===== config.mk =====
export PLATFORM = sky130hd
export DESIGN_NAME = zone_sensor_hold_and_induct_run
export DESIGN_NICKNAME = d
export VERILOG_FILES = /design/src/hw/zone_pkg.sv /design/src/hw/zone_sensor_hold_and_induct_run.sv
export SDC_FILE = /design/constraint.sdc
export NUM_CORES = 1
export LEC_CHECK = 0
export ABC_AREA = 1
export ABC_CLOCK_PERIOD_IN_PS = 3300
export BUFFER_PORTS_ARGS = -buffer_cell sky130_fd_sc_hd__buf_4
export CAP_MARGIN = 40
export CORE_MARGIN = 8
export CORE_UTILIZATION = 65
export CTS_BUF_LIST = sky130_fd_sc_hd__clkbuf_8
export CTS_CLUSTER_SIZE = 16
export DETAILED_ROUTE_END_ITERATION = 12
export GPL_ROUTABILITY_DRIVEN = 1
export PLACE_DENSITY_LB_ADDON = 0.08
export SETUP_SLACK_MARGIN = 0.2
export SLEW_MARGIN = 25
export SYNTH_ARGS = -nofsm -noshare
export SYNTH_HDL_FRONTEND = slang
export SYNTH_SLANG_ARGS = --single-unit

===== constraint.sdc =====
create_clock -name ref_clk_i -period 3.3 [get_ports ref_clk_i]
set_input_delay 0.165 -clock ref_clk_i [delete_from_list [all_inputs] [get_ports ref_clk_i]]
set_output_delay 0.165 -clock ref_clk_i [all_outputs]
set_load 0.03 [all_outputs]

===== src/hw/zone_pkg.sv =====
// constants for the zone sensor hold and induct extension block
package zone_pkg;
  // ************
  // bus geometry
  // ************
  localparam int          ADDR_W   = 3;
  localparam int          DATA_W   = 16;
  localparam int          ZONES    = 2;    // index 0 upstream / left, 1 downstream / right
  // *****************
  // register offsets
  // *****************
  localparam logic [2:0]  A_CTRL   = 3'h0; // bit z: 1 = distance metric for zone z
  localparam logic [2:0]  A_IND0   = 3'h1; // upstream induct extension
  localparam logic [2:0]  A_IND1   = 3'h2; // downstream induct extension
  localparam logic [2:0]  A_DEB    = 3'h3; // shared hold interval, 10 ms steps
  localparam logic [2:0]  A_STAT   = 3'h4; // {motor[1:0], sensor[1:0]}
  localparam logic [2:0]  A_FLK0   = 3'h5; // left flicker count, write clears
  localparam logic [2:0]  A_FLK1   = 3'h6; // right flicker count, write clears
  // ****************
  // field positions
  // ****************
  localparam int          STAT_SENS_LSB  = 0;
  localparam int          STAT_MOTOR_LSB = 2;
  // *****************
  // timing constants
  // *****************
  localparam int          CLK_PERIOD_NS  = 100;
  localparam int          STEP_MS        = 10;
  localparam int          STEP_CYC       = STEP_MS * 1000000 / CLK_PERIOD_NS;
  localparam int          STEP_W         = 17;
  localparam int          IND_TIME_MAX_S = 65;
  localparam logic [15:0] IND_TIME_MAX   = 16'(IND_TIME_MAX_S * 1000 / STEP_MS);
  localparam logic [15:0] IND_DIST_MAX   = 16'hFFFF;  // millimetres
  localparam int          DEB_MAX_S      = 2;
  localparam logic [7:0]  DEB_MAX        = 8'(DEB_MAX_S * 1000 / STEP_MS);
  localparam int          DEB_RST_MS     = 100;
  // ************
  // reset values
  // ************
  localparam logic [7:0]  DEB_RST        = 8'(DEB_RST_MS / STEP_MS);
  localparam logic [15:0] IND_RST        = 16'h0000;
  localparam logic [1:0]  METRIC_RST     = 2'h0;
endpackage


===== src/hw/zone_sensor_hold_and_induct_run.sv =====
// zone photo-sensor hold with flicker count and induct extension of the roller motor
//
// Functional notes
// - keep motor running for induct extension after blocking
// - time mode extension 0 to 65 s, reset 0
// - distance extension 0 to 65535 mm, reset 0
// - separate extension setting for each zone
// - per zone choice of time or distance
// - hold accepted sensor state, ignore changes meanwhile
// - accept blocking edge at once, then hold
// - accept clearing edge at once, then hold
// - count ignored changes, readable for diagnostics
// - hold interval 0 to 2 s, reset 0.1 s
// - one hold interval shared by both sensors
// - distance metric counts millimetres, not seconds
module zone_sensor_hold_and_induct_run #(
  parameter int STEP_CYC = zone_pkg::STEP_CYC
) (
  input  wire  logic                          ref_clk_i,
  input  wire  logic                          resetn_i,
  input  wire  logic                          ce_i,
  input  wire  logic [zone_pkg::ADDR_W-1:0]   addr_i,
  input  wire  logic [zone_pkg::DATA_W-1:0]   wdata_i,
  input  wire  logic                          wr_i,
  input  wire  logic                          rd_i,
  output logic       [zone_pkg::DATA_W-1:0]   rdata_o,
  input  wire  logic [zone_pkg::ZONES-1:0]    sensor_i,
  input  wire  logic [zone_pkg::ZONES-1:0]    travel_pulse_i,
  input  wire  logic [zone_pkg::ZONES-1:0]    run_req_i,
  output logic       [zone_pkg::ZONES-1:0]    zone_roller_motor_o,
  output logic       [zone_pkg::ZONES-1:0]    sensor_state_o
);
  import zone_pkg::*;

  // ************
  // state record
  // ************
  // every register of the block lives in this record so that one
  // clock enable and one reset reach all of it; the sens_prev and
  // trav_prev stages give edge detection without reading a raw pin
  typedef struct packed {
    logic [1:0]       sens_s1;
    logic [1:0]       sens_s2;
    logic [1:0]       sens_prev;
    logic [1:0]       trav_s1;
    logic [1:0]       trav_s2;
    logic [1:0]       trav_prev;
    logic [1:0]       sens;
    logic [1:0][7:0]  hold;
    logic [1:0][15:0] flick;
    logic [1:0][15:0] ext;
    logic [1:0]       motor;
    logic [1:0]       metric;
    logic [1:0][15:0] ind;
    logic [7:0]       deb;
    logic [STEP_W-1:0] step_cnt;
    logic             step;
    logic [15:0]      rdata;
  } state_type;

  state_type st_ff;
  state_type nxt_st;

  // limit a value to a ceiling
  function automatic logic [15:0] clamp16(input logic [15:0] v, input logic [15:0] lim);
    clamp16 = (v > lim) ? lim : v;
  endfunction

  // ******************
  // next state decode
  // ******************
  always_comb begin
    logic [15:0] load;
    load   = 16'h0000;
    nxt_st = st_ff;
    if (ce_i) begin
      // pin synchronisers, prev stage feeds edge and change checks
      // only the second and prev stages are read by logic; the first may be metastable
      nxt_st.sens_s1   = sensor_i;
      nxt_st.sens_s2   = st_ff.sens_s1;
      nxt_st.sens_prev = st_ff.sens_s2;
      nxt_st.trav_s1   = travel_pulse_i;
      nxt_st.trav_s2   = st_ff.trav_s1;
      nxt_st.trav_prev = st_ff.trav_s2;
      // one-cycle strobe per step; every time setting counts these strobes
      // 10 ms step base
      if (st_ff.step_cnt == STEP_W'(STEP_CYC - 1)) begin
        nxt_st.step_cnt = '0;
        nxt_st.step     = 1'b1;
      end else begin
        nxt_st.step_cnt = st_ff.step_cnt + STEP_W'(1);
        nxt_st.step     = 1'b0;
      end
      // register writes
      // writes to unmapped offsets and to the status word are ignored
      if (wr_i) begin
        case (addr_i)
          A_CTRL:  nxt_st.metric = wdata_i[1:0];
          A_IND0:  nxt_st.ind[0] = wdata_i;
          A_IND1:  nxt_st.ind[1] = wdata_i;
          A_DEB:   nxt_st.deb = 8'(clamp16(wdata_i, {8'h00, DEB_MAX}));
          A_FLK0:  nxt_st.flick[0] = 16'h0000;
          A_FLK1:  nxt_st.flick[1] = 16'h0000;
          default: nxt_st.metric = st_ff.metric;
        endcase
      end
      // the hold is not a delay before detection: an edge is taken in the
      // cycle it leaves the synchroniser and the hold starts only then, so a
      // short flicker right after an arrival cannot hide the arrival itself
      for (int z = 0; z < ZONES; z++) begin
        if (st_ff.hold[z] == 8'h00) begin
          if (st_ff.sens_s2[z] != st_ff.sens[z]) begin
            nxt_st.sens[z] = st_ff.sens_s2[z];
            nxt_st.hold[z] = st_ff.deb;
            // an item that blocks the sensor without a run request was not
            // received from upstream, so it gets no extension
            // blocking while receiving starts extension
            if (st_ff.sens_s2[z] && run_req_i[z]) begin
              load = st_ff.metric[z] ? clamp16(st_ff.ind[z], IND_DIST_MAX)
                                     : clamp16(st_ff.ind[z], IND_TIME_MAX);
              nxt_st.ext[z] = load;
            end
          end
        end else begin
          if (st_ff.step)
            nxt_st.hold[z] = st_ff.hold[z] - 8'h01;
          // the count saturates rather than wraps so a noisy sensor is never
          // reported as a quiet one
          // saturating flicker count, an event in a clear cycle counts from zero
          if (st_ff.sens_s2[z] != st_ff.sens_prev[z] && nxt_st.flick[z] != 16'hFFFF)
            nxt_st.flick[z] = nxt_st.flick[z] + 16'h0001;
        end
        // distance counts travel pulses, time counts steps
        if (st_ff.ext[z] != 16'h0000 && nxt_st.ext[z] == st_ff.ext[z]) begin
          if (st_ff.metric[z] ? (st_ff.trav_s2[z] && !st_ff.trav_prev[z]) : st_ff.step)
            nxt_st.ext[z] = st_ff.ext[z] - 16'h0001;
        end
        // motor runs on request or pending extension
        nxt_st.motor[z] = run_req_i[z] | (nxt_st.ext[z] != 16'h0000);
      end
      // reads return zero outside their one cycle so a stale word is never
      // mistaken for a fresh one
      // read data valid only in the cycle after the strobe
      nxt_st.rdata = 16'h0000;
      if (rd_i) begin
        case (addr_i)
          A_CTRL:  nxt_st.rdata = {14'h0000, st_ff.metric};
          A_IND0:  nxt_st.rdata = st_ff.ind[0];
          A_IND1:  nxt_st.rdata = st_ff.ind[1];
          A_DEB:   nxt_st.rdata = {8'h00, st_ff.deb};
          A_STAT:  nxt_st.rdata = {12'h000, st_ff.motor, st_ff.sens};
          A_FLK0:  nxt_st.rdata = st_ff.flick[0];
          A_FLK1:  nxt_st.rdata = st_ff.flick[1];
          default: nxt_st.rdata = 16'h0000;
        endcase
      end
    end
  end

  // *************
  // state register
  // *************
  always_ff @(posedge ref_clk_i or negedge resetn_i) begin
    // reset loads constants only; the hold interval comes up at its
    // default so sensors are filtered from the first cycle
    if (!resetn_i) begin
      st_ff        <= '0;
      st_ff.deb    <= DEB_RST;
      st_ff.ind[0] <= IND_RST;
      st_ff.ind[1] <= IND_RST;
      st_ff.metric <= METRIC_RST;
    end else begin
      st_ff <= nxt_st;
    end
  end

  // outputs straight from the record
  assign rdata_o             = st_ff.rdata;
  assign zone_roller_motor_o = st_ff.motor;
  assign sensor_state_o      = st_ff.sens;
endmodule


==> run metrics <==
status=complete, no violations; RSZ-0062 raised after global routing=false; RePlAce Congestion=0.992; Max IR drop VDD=0.396 mV; Tot Pwr=7.12 mW; post-route ant nets=0; Longest Clk Path Bufs=2; drt drc=0; sequential area share after synthesis=38.5%; area leader, netlist=dfrtp_1; Clock Sinks=172; worst path arrival time=3.30 ns; clock latency on the worst-skew pair=0.48 ns; Final nets=1661; Layout Area Growth over Synthesis=11.3%; Slew Limit Fails=0; Synth Area in Simple Gates=31.3%; share of layout cells above drive strength 1=12.2%; crit path from=st_ff[142]$_DFFE_PN0P_; count leader, synth=nand2_1; final WL=32.1 mm; Die Height=147 µm; CP endpoint kind=flip-flop; placement row count=48; number of synthesized register bits=172; setup TNS=0 ns; crit share post-route=88.4%; total track usage=29.3%; Max-Cap Viols=0; vias in the first global route=9775; H-tree depth=4; gr ovfl total=0; post-synthesis compound-gate area fraction=13.4%; die width=147 µm; Antenna Cells=0; initial antenna violation count=0; CTS tree=done; HPWL Detailed=23.3 mm; ys async rst share=100%; Mapped Cells=1574; root buf cell=clkbuf_8; # IOs=50; clock skew=0.0139 ns; YS warnings=0; post-synth cell types=52; Syn Std Cell Area=11200 µm²; Mapped Nets=1613; required time worst endpoint=3.68 ns; R2R Path End=zone_roller_motor_o[0]$_DFFE_PN0P_; Synth top cells by count=nand2_1 (406), inv_1 (188), dfrtp_1 (170); Hold Path Class=input port to flip-flop; Synth Area in XOR/XNOR=4.78%; Post-synth EDFFs=0; TritonRoute pass-1 iters=5; mux cell area share after synthesis=0%; pwr/cell area=573 nW/µm²; Area contributors post-synth=dfrtp_1 (38%), nand2_1 (14%), o21ai_0 (6.9%); Routed WL per cell=17.3 µm; Final Setup Violations=0; Final Hold Viols=0; Static Leak=5.83 nW; reg2reg path depth=23; number of vias per cell=5.79; worst slew pin tran=0.809 ns; reg2reg setup slack=0.38 ns; main combinational cell family by area after synthesis=simple AND/OR/NAND/NOR gates; first-pass GRT wire length=51.0 mm; initial DRC count=1217; syn_area_per_cell=7.10 µm²; Starting Density=65.5%; largest net degree at the start of global routing=88; CTS buffer count=17; adder-cell share of the synthesized area=1.01%; capture point of the critical path=zone_roller_motor_o[0]$_DFFE_PN0P_; Worst-path clk slew=0.10 ns; Die ar.=21600 µm²; Max Fclk=343 MHz; Worst Path Max Fanout=15; vias=10771; core area=17100 µm²; most used flip-flop cell after synthesis=dfrtp_1; minimum clock period=2.92 ns; I/O Buffers=49; WS Path Type=flip-flop to flip-flop; CP Launch Type=flip-flop; Yosys top cell area share=38.1%; Reg-to-Reg Start=st_ff[142]$_DFFE_PN0P_; max_slew headroom=44.6%
-- flip-flops by register name, summed over array words and instances, names as in the netlist --
| register | count |
|---|---|
| st_ff | 152 |
| rdata_o | 16 |
| sensor_state_o | 2 |
| zone_roller_motor_o | 2 |
-- routing by layer --
layer | wire length, µm | up-vias | GRT usage, %
li1 | - | 5204 | -
met1 | 13900 | 4999 | 41.0
met2 | 14600 | 502 | 44.8
met3 | 2650 | 66 | 5.72
met4 | 930 | 0 | 9.59
met5 | 0 | - | 0
-- cell families (layout without fill, tap and decap cells) --
group                    Yosys count  count (layout)
AND/OR/NAND/NOR                  790             793
buffers and inverters            282             339
AO/OA/AOI/OAI                    260             260
flip-flops                       172             172
XOR/XNOR                          61              61
adder cells (fa/ha/maj)            9               9
-- how the worst min path moves through the flow --
stage	start	endpoint	slack, ns	cells past startpoint
5_1_grt	wdata_i[6]	st_ff[40]$_DFFE_PN0P_	0.02	3
6_report	wdata_i[5]	st_ff[39]$_DFFE_PN0P_	0.03	3
2_1_floorplan	resetn_i	rdata_o[0]$_DFFE_PN0P_	-0.13	0
3_3_place_gp	resetn_i	st_ff[157]$_DFFE_PN0P_	0.14	1
4_1_cts	wdata_i[5]	st_ff[39]$_DFFE_PN0P_	0.0008	3
3_5_place_dp	resetn_i	st_ff[157]$_DFFE_PN0P_	0.14	1
-- timing repair --
action / 4_1_cts / 5_1_grt
buffers inserted: 3 / 10
pin swaps: 2 / 7
endpoints found under the setup margin: 2 / 2
hold endpoints to repair: 75 / 0
hold buffers: 18 / 0
cloned: 0 / 3
gates resized for setup: 1 / 35
-- power breakdown --
group	total, mW	switching [mW]	internal (mW)
Combinational	2.53	1.63	0.909
Sequential	3.06	0.540	2.52
Clock	1.53	0.846	0.685
-- critical path, cell delays in order (launching register included) --
cell and delay (ns):
dfrtp_1 0.37, inv_1 0.11, ha_1 0.18, nand2_1 0.09, inv_2 0.10, nand4_4 0.10, clkinv_4 0.13, nand2_8 0.12
inv_4 0.12, buf_4 0.20, nand4_1 0.12, nand2_1 0.10, nor2_1 0.05, nand3_1 0.11, nor2_4 0.07, nand2_4 0.13
buf_4 0.14, nand2_1 0.04, nand2_1 0.07, nand2_1 0.07, nor2_2 0.12, nand3_1 0.10, nor2_2 0.10, nor2_1 0.05
-- area by class of cell --
| type | count | area (µm²) |
|---|---|---|
| Tap cell | 225 | 282 |
| Sequential cell | 172 | 4310 |
| Fill cell | 1413 | 4620 |
| Clock buffer | 17 | 234 |
| Multi-Input combinational cell | 1123 | 5810 |
| Inverter | 207 | 787 |
| Clock inverter | 14 | 158 |
| Timing Repair Buffer | 101 | 853 |
-- placed cells by master (no fill, tap or decap), drive strengths merged, types with 8 or more instances in the layout --
master | Yosys | final
xnor2 | 8 | 8
a21oi | 18 | 18
clkbuf | 31 | 17
a22oi | 14 | 14
nand3 | 127 | 127
nor3 | 37 | 37
nor4 | 11 | 11
dfrtp | 170 | 170
o22ai | 21 | 21
dlygate4sd3 | 0 | 18
xor2 | 53 | 53
a221oi | 11 | 11
nor2 | 167 | 167
nand4 | 23 | 23
o21ai | 165 | 165
ha | 9 | 9
clkinv | 2 | 8
nand2 | 416 | 419
inv | 205 | 210
buf | 44 | 83
-- metrics by stage --
step	setup slack (ns)	hold WS (ns)	area (µm²)	instances	util (%)
6_report	0.383	0.0332	12400	1859	72.9
2_1_floorplan	0.708	-0.131	11200	1574	-
3_3_place_gp	0.234	0.140	11500	1791	67.7
5_1_grt	0.170	0.0174	12400	1859	72.9
4_1_cts	0.186	0.000806	12200	1844	71.2
3_5_place_dp	0.207	0.145	11600	1792	67.7
Note: power is estimated with default switching activity, not from simulation.
